<file path="config.mk">
export PLATFORM = sky130hd
export DESIGN_NAME = osr_sync_ctrl
export DESIGN_NICKNAME = d
export VERILOG_FILES = /design/src/shared/osr_pkg.sv /design/src/design/osr_sync_ctrl.sv
export SDC_FILE = /design/constraint.sdc
export NUM_CORES = 1
export LEC_CHECK = 0
export BUFFER_PORTS_ARGS = -buffer_cell sky130_fd_sc_hd__buf_2
export CAP_MARGIN = 25
export CORE_MARGIN = 2
export CORE_UTILIZATION = 52
export CTS_BUF_LIST = sky130_fd_sc_hd__clkbuf_16
export CTS_CLUSTER_DIAMETER = 150
export DETAILED_ROUTE_END_ITERATION = 10
export PLACE_DENSITY = 0.75
export SETUP_SLACK_MARGIN = 0.3
export SLEW_MARGIN = 10
export SYNTH_ARGS = -nofsm -noshare
export SYNTH_HDL_FRONTEND = slang
export SYNTH_SLANG_ARGS = --single-unit
</file>
<file path="constraint.sdc">
create_clock -name clk_sys -period 2.2 [get_ports clk_sys]
set_clock_uncertainty 0.2 [all_clocks]
set_input_delay 0.22 -clock clk_sys [delete_from_list [all_inputs] [get_ports clk_sys]]
set_output_delay 0.22 -clock clk_sys [all_outputs]
set_load 0.005 [all_outputs]
</file>
<file path="src/shared/osr_pkg.sv">
`default_nettype none
package osr_pkg;
    localparam int CLK_HZ = 40_000_000;
    localparam int ADDR_W = 12;
    localparam int NUM_CH = 4;
    localparam int DRV_PER_CH = 3;
    localparam int NUM_DRV = NUM_CH * DRV_PER_CH;

    localparam logic [11:0] ADDR_SERIAL    = 12'h000;
    localparam logic [11:0] ADDR_DRV_FIRST = 12'h0f0;
    localparam logic [11:0] ADDR_DRV_LAST  = 12'h0fb;
    localparam logic [11:0] ADDR_DIST      = 12'h230;
    localparam logic [11:0] ADDR_UPDATE    = 12'h232;
    localparam logic [11:0] ADDR_EE_CTL    = 12'hb02;

    localparam int SER_SOFT_RST_LO = 2;
    localparam int SER_SOFT_RST_HI = 5;
    localparam int DIST_SOFT_SYNC  = 0;
    localparam int DIST_PD         = 1;
    localparam int UPDATE_BIT      = 0;
    localparam int EE_RELOAD_BIT   = 1;
    localparam int DRV_PD          = 0;
    localparam int DRV_POL_A       = 1;
    localparam int DRV_POL_B       = 2;
    localparam int DRV_CMOS        = 3;
    localparam int DRV_EN_A        = 5;
    localparam int DRV_EN_B        = 6;

    localparam logic [7:0] SER_RST  = 8'h00;
    localparam logic [7:0] DRV_RST  = 8'h60;
    localparam logic [7:0] DIST_RST = 8'h00;
    localparam logic [7:0] RD_NONE  = 8'h00;
    // pin sync order {eeprom_sel, sleep, hw_reset, strobe}; idle levels
    localparam logic [3:0] PIN_RST  = 4'h7;

    // strobe release to first output edge, in divider input cycles
    localparam int SYNC_PIPE_MIN = 14;
    localparam int SYNC_EXTRA    = 1;
    localparam int SYNC_OVH      = 2;
    localparam logic [5:0] SYNC_LOAD =
        6'(SYNC_PIPE_MIN + SYNC_EXTRA - SYNC_OVH);
    localparam logic [4:0] PH_WIDE = 5'h10;
    localparam logic [4:0] PH_ONE  = 5'h01;

    localparam int POR_WAIT_MS  = 70;
    localparam int EE_WAIT_MS   = 20;
    localparam int NOEE_WAIT_US = 2;
    localparam int WAIT_W = 22;
    localparam int POR_WAIT_CYC = POR_WAIT_MS * (CLK_HZ / 1000);
    localparam int EE_WAIT_CYC  = EE_WAIT_MS * (CLK_HZ / 1000);
    localparam int NOEE_WAIT_CYC = NOEE_WAIT_US * (CLK_HZ / 1_000_000);

    typedef enum logic [1:0] {
        OSR_RF_POR,
        OSR_RF_HOLD,
        OSR_RF_WAIT,
        OSR_RF_IDLE
    } osr_rflow_t;
endpackage
`default_nettype wire

</file>
<file path="src/design/osr_sync_ctrl.sv">
`timescale 1ns/10ps
`default_nettype none

// Contract
// - per-channel bit excludes channel from sync
// - strobe low then released aligns outputs
// - soft sync, soft reset, dist pd trigger sync
// - reset pin and sleep pin pulses sync
// - VCO calibration holds sync while running
// - outputs start 14-15 plus one cycles later
// - strobe sampled asynchronously, one cycle jitter
// - soft sync changes act only on update
// - held outputs sit at start-high, resume phased
// - new phase offset waits for a sync
// - four dividers each feed three drivers
// - ignored channels keep toggling through sync
// - differential polarity and power-down per output
// - single-ended mode: both halves on, independent
// - two enable bits tristate single-ended drivers
// - power-on loads EEPROM or defaults by pin; here always defaults, select sync still at its reset 0
// - power-on sync, outputs after about 70 ms
// - reset pin restores settings and syncs
// - reset resume 2 us, or 20 ms with EEPROM
// - both soft-reset bits restore by select pin
// - soft-reset bits self-clear, hold till serial tick
// - EEPROM reload bit, only with select high
// - coarse delay from start-high, offset, low count
module osr_sync_ctrl #(
    parameter int POR_WAIT = osr_pkg::POR_WAIT_CYC,
    parameter int EE_WAIT  = osr_pkg::EE_WAIT_CYC
) (
    input  wire logic        clk_sys,
    input  wire logic        rst_n,
    input  wire logic        sync_strobe_n,
    input  wire logic        hw_reset_n,
    input  wire logic        sleep_request_n,
    input  wire logic        eeprom_sel,
    input  wire logic        reg_wr_en,
    input  wire logic        reg_rd_en,
    input  wire logic [11:0] reg_addr,
    input  wire logic [7:0]  reg_wr_data,
    output logic      [7:0]  reg_rd_data,
    input  wire logic        serial_clk_tick,
    input  wire logic        vco_cal_busy,
    input  wire logic [3:0]  ignore_sync,
    input  wire logic [3:0]  start_high_level,
    input  wire logic [15:0] phase_offset_count,
    input  wire logic [15:0] low_cycles,
    input  wire logic [15:0] high_cycles,
    output logic      [11:0] out_a,
    output logic      [11:0] out_a_oe,
    output logic      [11:0] out_b,
    output logic      [11:0] out_b_oe,
    output logic             sync_active,
    output logic             restore_eeprom,
    output logic             restore_defaults,
    output logic             reset_busy
);
    import osr_pkg::*;

    typedef struct packed {
        logic [3:0]             pin_m;
        logic [3:0]             pin_s;
        logic [7:0]             ser_cfg;
        logic                   soft_hold;
        logic [NUM_DRV-1:0][7:0] drv_cfg;
        logic [7:0]             dist_stage;
        logic [7:0]             dist_act;
        logic                   ee_reload;
        osr_rflow_t             rflow;
        logic [WAIT_W-1:0]      wait_cnt;
        logic                   restore_ee;
        logic                   restore_def;
        logic [7:0]             rd_data;
        logic                   sync_act;
        logic [NUM_CH-1:0][5:0] dly;
        logic [NUM_CH-1:0][4:0] cnt;
        logic [NUM_CH-1:0]      lvl;
        logic [11:0]            oa;
        logic [11:0]            oa_oe;
        logic [11:0]            ob;
        logic [11:0]            ob_oe;
    } osr_state_t;

    osr_state_t s;
    osr_state_t n;

    logic              strobe_s;
    logic              hwrst_s;
    logic              sleep_s;
    logic              ee_s;
    logic [11:0]       drv_off;
    logic [3:0]        drv_idx;
    logic              drv_hit;
    logic [NUM_CH-1:0][5:0] coarse;

    // only the second stage is read by logic
    assign strobe_s = s.pin_s[0];
    assign hwrst_s  = s.pin_s[1];
    assign sleep_s  = s.pin_s[2];
    assign ee_s     = s.pin_s[3];

    assign drv_off = reg_addr - ADDR_DRV_FIRST;
    assign drv_idx = drv_off[3:0];
    assign drv_hit = (reg_addr >= ADDR_DRV_FIRST)
                  && (reg_addr <= ADDR_DRV_LAST);

    // coarse delay per channel from live start-high and offset
    for (genvar c = 0; c < NUM_CH; c++) begin : g_coarse
        logic [4:0] phi;
        logic [4:0] wide;
        assign phi = {start_high_level[c], phase_offset_count[4*c +: 4]};
        assign wide = {1'b0, phase_offset_count[4*c +: 4]}
                    + {1'b0, low_cycles[4*c +: 4]} + PH_ONE;
        assign coarse[c] = (phi < PH_WIDE) ? {1'b0, phi}
                                           : {1'b0, wide};
    end

    always_comb begin
        logic do_restore;
        logic sync_req;
        int   ch;
        do_restore = 1'b0;
        sync_req = 1'b0;
        ch = 0;
        n = s;
        n.restore_ee = 1'b0;
        n.restore_def = 1'b0;
        n.ee_reload = 1'b0;
        n.pin_m = {eeprom_sel, sleep_request_n, hw_reset_n, sync_strobe_n};
        n.pin_s = s.pin_m;

        // soft reset stays until one more serial clock arrives
        if (s.soft_hold && serial_clk_tick) begin
            n.soft_hold = 1'b0;
        end

        if (reg_wr_en) begin
            unique case (reg_addr)
                ADDR_SERIAL: begin
                    if (reg_wr_data[SER_SOFT_RST_LO]
                        && reg_wr_data[SER_SOFT_RST_HI]) begin
                        n.soft_hold = 1'b1;
                        do_restore = 1'b1;
                    end else begin
                        n.ser_cfg = reg_wr_data;
                        n.ser_cfg[SER_SOFT_RST_LO] = 1'b0;
                        n.ser_cfg[SER_SOFT_RST_HI] = 1'b0;
                    end
                end
                ADDR_DIST: begin
                    n.dist_stage = reg_wr_data;
                end
                ADDR_UPDATE: begin
                    if (reg_wr_data[UPDATE_BIT]) begin
                        n.dist_act = s.dist_stage;
                    end
                end
                ADDR_EE_CTL: begin
                    // reload is ignored with the select pin low
                    if (reg_wr_data[EE_RELOAD_BIT] && ee_s) begin
                        n.ee_reload = 1'b1;
                        do_restore = 1'b1;
                        n.rflow = OSR_RF_WAIT;
                        n.wait_cnt = WAIT_W'(EE_WAIT);
                    end
                end
                default: begin
                    if (drv_hit) begin
                        n.drv_cfg[drv_idx] = reg_wr_data;
                    end
                end
            endcase
        end

        if (reg_rd_en) begin
            n.rd_data = RD_NONE;
            unique case (reg_addr)
                ADDR_SERIAL: begin
                    n.rd_data = s.ser_cfg;
                    n.rd_data[SER_SOFT_RST_LO] = s.soft_hold;
                    n.rd_data[SER_SOFT_RST_HI] = s.soft_hold;
                end
                ADDR_DIST: begin
                    n.rd_data = s.dist_stage;
                end
                ADDR_UPDATE: begin
                    n.rd_data = RD_NONE;
                end
                ADDR_EE_CTL: begin
                    n.rd_data[EE_RELOAD_BIT] = s.ee_reload;
                end
                default: begin
                    if (drv_hit) begin
                        n.rd_data = s.drv_cfg[drv_idx];
                    end
                end
            endcase
        end

        // reset flow; the strap picks the restore source on entry to reset and the wait length after release
        if (!hwrst_s) begin
            n.rflow = OSR_RF_HOLD;
            if (s.rflow != OSR_RF_HOLD) begin
                do_restore = 1'b1;
            end
        end else begin
            unique case (s.rflow)
                OSR_RF_POR: begin
                    do_restore = 1'b1;
                    n.rflow = OSR_RF_WAIT;
                    n.wait_cnt = WAIT_W'(POR_WAIT);
                end
                OSR_RF_HOLD: begin
                    n.rflow = OSR_RF_WAIT;
                    n.wait_cnt = ee_s ? WAIT_W'(EE_WAIT)
                                      : WAIT_W'(NOEE_WAIT_CYC);
                end
                OSR_RF_WAIT: begin
                    if (s.wait_cnt == '0) begin
                        n.rflow = OSR_RF_IDLE;
                    end else if (!reg_wr_en
                                 || reg_addr != ADDR_EE_CTL
                                 || !n.ee_reload) begin
                        n.wait_cnt = s.wait_cnt - 1'b1;
                    end
                end
                OSR_RF_IDLE: begin
                end
            endcase
        end

        // settings come back from EEPROM or on-chip defaults
        if (do_restore) begin
            n.restore_ee = ee_s;
            n.restore_def = !ee_s;
            n.drv_cfg = {NUM_DRV{DRV_RST}};
            n.dist_stage = DIST_RST;
            n.dist_act = DIST_RST;
        end

        sync_req = (s.rflow != OSR_RF_IDLE)
                 || !strobe_s
                 || s.dist_act[DIST_SOFT_SYNC]
                 || s.dist_act[DIST_PD]
                 || s.soft_hold
                 || !sleep_s
                 || vco_cal_busy;
        n.sync_act = sync_req;

        // divider run; held channels reload start delay every cycle
        for (int c = 0; c < NUM_CH; c++) begin
            if (s.sync_act && !ignore_sync[c]) begin
                n.dly[c] = SYNC_LOAD + coarse[c];
                n.lvl[c] = start_high_level[c];
                n.cnt[c] = '0;
            end else if (s.dly[c] != '0) begin
                n.dly[c] = s.dly[c] - 1'b1;
                if (s.dly[c] == 6'h01) begin
                    n.lvl[c] = 1'b1;
                    n.cnt[c] = {1'b0, high_cycles[4*c +: 4]};
                end
            end else if (s.cnt[c] == '0) begin
                n.lvl[c] = !s.lvl[c];
                n.cnt[c] = s.lvl[c] ? {1'b0, low_cycles[4*c +: 4]}
                                    : {1'b0, high_cycles[4*c +: 4]};
            end else begin
                n.cnt[c] = s.cnt[c] - 1'b1;
            end
        end

        // drivers; sleep tristates everything
        for (int d = 0; d < NUM_DRV; d++) begin
            ch = d / DRV_PER_CH;
            n.oa[d] = s.lvl[ch] ^ s.drv_cfg[d][DRV_POL_A];
            if (s.drv_cfg[d][DRV_CMOS]) begin
                n.ob[d] = s.lvl[ch] ^ s.drv_cfg[d][DRV_POL_B];
                n.oa_oe[d] = sleep_s && s.drv_cfg[d][DRV_EN_A];
                n.ob_oe[d] = sleep_s && s.drv_cfg[d][DRV_EN_B];
            end else begin
                n.ob[d] = !n.oa[d];
                n.oa_oe[d] = sleep_s && !s.drv_cfg[d][DRV_PD];
                n.ob_oe[d] = n.oa_oe[d];
            end
        end
    end

    always_ff @(posedge clk_sys) begin
        if (!rst_n) begin
            s <= '0;
            s.pin_m <= PIN_RST;
            s.pin_s <= PIN_RST;
            s.ser_cfg <= SER_RST;
            s.drv_cfg <= {NUM_DRV{DRV_RST}};
            s.dist_stage <= DIST_RST;
            s.dist_act <= DIST_RST;
            s.rflow <= OSR_RF_POR;
            s.sync_act <= 1'b1;
        end else begin
            s <= n;
        end
    end

    assign reg_rd_data = s.rd_data;
    assign out_a = s.oa;
    assign out_a_oe = s.oa_oe;
    assign out_b = s.ob;
    assign out_b_oe = s.ob_oe;
    assign sync_active = s.sync_act;
    assign restore_eeprom = s.restore_ee;
    assign restore_defaults = s.restore_def;
    assign reset_busy = (s.rflow != OSR_RF_IDLE) || s.soft_hold;
endmodule // osr_sync_ctrl

`default_nettype wire

</file>
==> results of run 1 <==
## worst min path at each step
stage | endpoint | slack [ns] | start
final | s[90] | 0.02 | phase_offset_count[12]
after global routing | s[144] | 0.03 | reg_wr_en
after detailed placement | s[255] | 0.20 | n[255]
after floorplan | sync_active | 0.12 | vco_cal_busy
after CTS | s[90] | 0.002 | phase_offset_count[12]
after global placement | s[255] | 0.19 | n[255]
## repair_timing
| item | 4_1_cts | 5_1_grt |
|---|---|---|
| setup endpoints to repair | 37 | 160 |
| setup buffers | 16 | 11 |
| hold buffers | 57 | 0 |
| cloned | 1 | 10 |
| endpoints found under the hold margin | 132 | 0 |
| gates resized for setup | 52 | 195 |
| pin swaps | 25 | 45 |
## worst max-delay path, delay by kind of cell, from the launching register on
family                 cells  cell delay (ns)
AND/OR/NAND/NOR            3             0.98
flip-flops                 1             0.34
AO/OA/AOI/OAI              1             0.25
buffers and inverters      1             0.19
XOR/XNOR                   1             0.17
## kinds of logic after synthesis
group                      Yosys count
and+or+nand+nor                    610
AOI/OAI and AO/OA                  333
DFF                                253
buffers and inverters              197
muxes                              116
xor gates and xnor gates            55
adders and majority gates           42
## layout make-up
type | count | area [um2] | share of cell area, %
Clock inverter | 22 | 231.5 | 1.265
Multi-Input combinational cell | 1158 | 8792 | 48.07
Sequential cell | 253 | 5089 | 27.82
Inverter | 59 | 265.3 | 1.450
Clock buffer | 27 | 675.6 | 3.694
Timing Repair Buffer | 349 | 2819 | 15.41
Tap cell | 335 | 419.2 | 2.292
## power by group through the flow
| stage | logic (mW) | clock network (mW) | registers (mW) |
|---|---|---|---|
| 6_report | 4.34 | 4.66 | 5.22 |
| 3_3_place_gp | 3.29 | 0 | 5.25 |
| 4_1_cts | 3.70 | 4.73 | 5.18 |
| 5_1_grt | 4.69 | 4.91 | 5.26 |
| 2_1_floorplan | 2.51 | 0 | 5.21 |
| 3_5_place_dp | 3.38 | 0 | 5.26 |
## metal layers
layer  vias up  GRT usage [%]  part of all wire (%)
met5         -              0                     0
met4         0          9.183                   3.7
met3       130          4.064                   7.4
met2       619          46.84                    49
met1      6230          34.76                    40
li1       6125              -                     -
## placed cells by master (no fill, tap or decap), types with 9 or more instances in the layout
cell           count
a21oi_1           81
a21oi_2           41
a31oi_1            9
buf_12            19
buf_2            143
buf_4            105
buf_6             17
clkbuf_16         33
dfxtp_1          236
dfxtp_2           16
dlygate4sd3_1     57
ha_1              23
ha_4               9
inv_1             41
inv_2             14
mux2i_1           85
mux4_2            24
nand2_1          132
nand2b_1          21
nand3_1           50
nand3_2           11
nand4_1           10
nor2_1           151
nor2_2            11
nor2_4            34
nor2b_1           26
nor3_1            29
nor3_2            11
o21a_1            20
o21ai_0           72
or3_1              9
xnor2_1           44
xor2_1            11
==> results.yml, run 1 <==
synth:
  synth_largest_area_cell: "dfxtp_1"
  yosysSeqAreaShare_pct: 36.91
  ys_ff_latch: 253
  synth_top_family_by_area: "simple AND/OR/NAND/NOR gates"
  synth.area.top_cells: "dfxtp_1 (37%), mux2i_1 (6.2%), nor2_1 (5.3%), a21oi_1 (4.5%), nand2_1 (4.0%)"
  synth_cell_types: 80
  synth_nets: 1734
  yosysWarnings: 0
  synthCells: 1606
  synthMuxAreaShare_pct: 10.71
  synth_top_area_share_pct: 36.91
  synth-adder-area-share_pct: 4.049
  synth-compound-area-share_pct: 15.03
  synth_common_cells: "dfxtp_1 (253), nor2_1 (193), nand2_1 (145), a21oi_1 (124)"
  synth_area_per_cell_um2: 8.544
  synth-edff-count: 0
  synth-async-reset-ratio_pct: 0
  yosys_most_used_dff: "dfxtp_1"
  synth-simple-area-share_pct: 22.08
  post-synth-top-count-cell: "dfxtp_1"
  netlist_area_um2: 13720
  synth_xor_area_share_pct: 3.511
floorplan:
  die_h_um: 166.4
  row_count: 59
  start_util_pct: 52.81
  dieArea_um2: 27700
  die_w_um: 166.4
  core_area_um2: 25980
  io_pins: 146
setup_path:
  endpoint: "s[125]"
  cp.arrival_ns: 2.46
  crit_type: "flop to flop"
  cp_max_fo: 6
  cp_cell_sequence: "or4_4 > nor4b_4 > buf_4 > nand4_1 > xor2_1 > a221oi_1"
  max_stage_delay_ns: 0.54
  setup.worst_path.end_class: "flop"
  timing.rr.end: "s[125]"
  critPathLaunchType: "flop"
  required_ns: 2.45
  r2r_slack_ns: -0.02
  critPathLaunch: "s[118]"
  slowest_stage: "or4_4"
  r2r_start: "s[118]"
  reg2reg_depth: 6
sta:
  setup_tns_ns: -0.01827
  worst_pin_slew_ns: 0.4942
  finalSetupViolCount: 1
  fmax_mhz: 450.8
  fin_ws_ns: -0.01827
  drv_slew: 0
  fin_crit_ns: 2.218
  fin_crit_sh_pct: 100.8
  rsz0062_at_grt: "true"
  hold_ws_ns: 0.01928
  slew-limit-headroom_pct: 66.71
  hold_violations: 0
status:
  status: "complete, but fails checks"
  violations: "setup timing"
clock_network:
  cts_num_sinks: 253
  cts-buffers-inserted: 27
  clkLatencyLatePin_ns: 0.54
  clkTransAtPathRegs_ns: 0.06
  clockBufferDepth: 3
  h-tree-depth: 1
  root_buffer: "clkbuf_16"
  tritoncts: "done"
placed_design:
  gp_congestion: 0.9667
  dp_hpwl_um: 28040
  dp_slack_ns: -0.1246
  dp_cells: 2059
  port_buffers: 145
  post_dp_cell_area_um2: 15450
power_and_ir_drop:
  p_per_area_nw_per_um2: 777.5
  power.total_mw: 14.22
  power.leakage_nw: 7.205
  power_frac_seq_pct: 36.7
  power_switching_mw: 4.473
  combPwrFrac_pct: 30.5
  swShare_pct: 31.45
  internal-power_mw: 9.749
  ir_drop_mv: 0.7100
  clkPwrFrac_pct: 32.8
detailed_routing:
  drc: 0
  drt_first_pass_iters: 6
  via_per_inst: 5.948
  ant_nets: 0
  vias: 13104
  drt_iter0_markers: 1287
  postRouteWirelength_um: 42360
  routedWlPerCell_um: 19.23
grt:
  grt_usage_pct: 27.12
  grt_pass1_vias: 12523
  grt-ovfl-total: 0
  grt_pass1_wl_um: 62710
  grt_max_degree: 35
  antenna_found_initial: 0
layout:
  final_area_um2: 18290
  fin_nets: 1976
  fill_cells: 1894
  n_antenna_cell: 0
  final_cells: 2203
  drive_gt1_share_pct: 33.19
  fin_util_pct: 70.39
  area_growth_pct: 33.30
worst_hold_path:
  hold_path_class: "primary input to flop"
  hold_depth: 5
flow_run:
  max-cap-violations: 0
Power figures use the tool's default switching activity.
==> run 2, diff against run 1 <==
Settings changed: ABC_AREA set to 1, SKIP_LAST_GASP set to 1.
==> run 2 against run 1 <==
Against the previous run:
- combinational power fell by 24%
- the run now ends clean
- design area decreased by 7.1%
- first-iteration DRC count shrank 8.3%
- via count rose by 7.4%
- die area increased by 0.67%
- global-route usage increased by 0.19 points
- sequential share of layout area grew 2.0 points
- wire length fell by 2.6%
- clock power decreased by 2%
- fmax grew 18%
- count of clock-buffer cells in the layout unchanged
==> results.yml, run 2 <==
floorplan:
  row_count: 59
  dieArea_um2: 27890
  start_util_pct: 53.02
  core_area_um2: 26060
  die_w_um: 167.0
  io_pins: 146
  die_h_um: 167.0
clock_network:
  tritoncts: "done"
  clkTransAtPathRegs_ns: 0.06
  cts_num_sinks: 253
  clkLatencyLatePin_ns: 0.54
  h-tree-depth: 1
  root_buffer: "clkbuf_16"
  clockBufferDepth: 3
  cts-buffers-inserted: 27
synth:
  synthCells: 1992
  synth_nets: 2120
  netlist_area_um2: 13820
  yosysWarnings: 0
  synth-async-reset-ratio_pct: 0
  yosysSeqAreaShare_pct: 36.66
  post-synth-top-count-cell: "inv_1"
  synth_cell_types: 51
  synth_area_per_cell_um2: 6.936
  synth.area.top_cells: "dfxtp_1 (37%), inv_1 (8.9%), nand2_1 (8.7%), a21oi_1 (7.4%), o21ai_0 (6.0%)"
  synth_largest_area_cell: "dfxtp_1"
  synth_top_area_share_pct: 36.66
  yosys_most_used_dff: "dfxtp_1"
  synth-edff-count: 0
  ys_ff_latch: 253
  synth_common_cells: "inv_1 (326), nand2_1 (319), dfxtp_1 (253), a21oi_1 (204), nor2_1 (170)"
layout:
  n_antenna_cell: 0
  final_common_cell: "inv_1"
  final_cell_mix: "inv_1 (316), nand2_1 (310), dfxtp_1 (245)"
  area_growth_pct: 22.98
  drive_gt1_share_pct: 19.14
  fill_cells: 2246
  fin_nets: 2333
power_and_ir_drop:
  ir_drop_mv: 0.6140
  combPwrFrac_pct: 25.4
  clkPwrFrac_pct: 35.4
  swShare_pct: 31.33
  internal-power_mw: 8.919
  power_switching_mw: 4.069
  power.total_mw: 12.99
  p_per_area_nw_per_um2: 764.3
  power.leakage_nw: 8.362
  power_frac_seq_pct: 39.2
status:
  status: "finished clean"
sta:
  fin_ws_ns: 0.3174
  worst_pin_slew_ns: 0.8241
  fmax_mhz: 531.2
  fin_crit_ns: 1.883
  drv_slew: 0
  setup_tns_ns: 0
  finalSetupViolCount: 0
  fin_crit_sh_pct: 85.57
  rsz0062_at_grt: "true"
  hold_violations: 0
  slew-limit-headroom_pct: 44.82
placed_design:
  dp_hpwl_um: 28960
  port_buffers: 145
  dp_slack_ns: 0.004589
  gp_congestion: 0.9795
detailed_routing:
  vias: 14072
  postRouteWirelength_um: 41280
  drt_iter0_markers: 1180
  drt_first_pass_iters: 9
  routedWlPerCell_um: 16.12
  via_per_inst: 5.495
  ant_nets: 0
  drc: 0
setup_path:
  cp_max_fo: 12
  setup.worst_path.end_class: "flop"
  crit_type: "primary input to flop"
  cp.arrival_ns: 2.17
  critPathLaunchType: "primary input"
  r2r_slack_ns: 0.33
  required_ns: 2.49
grt:
  antenna_found_initial: 0
  grt_usage_pct: 27.31
  grt-ovfl-total: 0
  grt_max_degree: 34
  grt_pass1_wl_um: 63580
  grt_pass1_vias: 12898
worst_hold_path:
  hold_path_class: "primary input to flop"
flow_run:
  max-cap-violations: 0
-- run 2: cell types whose count changed after synthesis, sizes merged, moves of 17 or more --
cell	delta
inv	+275
o21ai	+115
nand2	+178
mux4	-24
o22ai	+27
nor3	-32
nor2b	-28
mux2i	-84
nand2b	-21
xnor2	-17
or2	+17
a21oi	+80
nand3	+47
o21a	-20
-- run 2: layer usage --
metal | track usage (%) | wire length (um) | vias to the layer above
li1 | - | - | 6863
met2 | 46.56 | 19640 | 619
met5 | 0 | 0 | -
met3 | 3.446 | 2985 | 138
met1 | 35.12 | 16820 | 6452
met4 | 10.87 | 1837 | 0
-- run 2: power by group through the flow --
stage	Clock (mW)	Sequential [mW]	Combinational [mW]
2_1_floorplan	0	5.09	2.14
3_3_place_gp	0	5.16	2.74
3_5_place_dp	0	5.17	2.81
4_1_cts	4.63	5.07	2.97
5_1_grt	4.83	5.12	3.68
6_report	4.59	5.09	3.30
-- run 2: critical path: stages --
cell and delay, ns:
dlygate4sd3_1 0.55, buf_2 0.14, inv_2 0.10, nor3_4 0.05, nand3_2 0.10, nand2_4 0.08, inv_6 0.08, nand3_4 0.13
buf_12 0.18, buf_16 0.14, a21oi_1 0.18, o21ai_0 0.12, inv_1 0.08
-- run 2: repair_timing --
item | CTS | global route
hold buffers | 64 | 1
setup endpoints to repair | 20 | 153
hold endpoints to repair | 74 | 1
pin swaps | 1 | 19
gates resized for setup | 10 | 109
gates cloned | 2 | 4
buffers inserted | 2 | 12
-- run 2: final cells by class --
type | count | area [um2] | area share (%)
Clock buffer | 27 | 675.6 | 3.976
Timing Repair Buffer | 306 | 2298 | 13.53
Inverter | 334 | 1261 | 7.422
Tap cell | 335 | 419.2 | 2.467
Clock inverter | 23 | 210.2 | 1.237
Sequential cell | 253 | 5075 | 29.87
Multi-Input combinational cell | 1283 | 7053 | 41.51
-- run 2: worst paths after layout --
check,start,to,depth (start not counted)
max,reg_wr_en,flop,13
min,low_cycles[15],s[70],5
max reg2reg,s[123],s[119],7
min reg2reg,n[254],hwrst_s,1
-- run 2: cell families after synthesis --
family	after synthesis	share of synthesized area, %
buffers and inverters	456	14.66
multiplexers	3	0.2354
XOR/XNOR	50	3.169
AO/OA/AOI/OAI	516	20.51
flip-flops	253	36.66
AND/OR/NAND/NOR	672	20.75
adder cells (fa/ha/maj)	42	4.021
-- run 2: metrics by stage --
| step | utilization [%] | hold WS [ns] | std cells | instance area (um2) |
|---|---|---|---|---|
| finish | 65.21 | 0.002762 | 2561 | 16990 |
| global route | 65.21 | 0.02156 | 2561 | 16990 |
| CTS | 63.35 | 0.004114 | 2545 | 16510 |
| detailed placement | 57.08 | 0.2053 | 2427 | 14880 |
| global placement | 57.08 | 0.1961 | 2427 | 14880 |
| floorplan | - | 0.1176 | 1992 | 13850 |
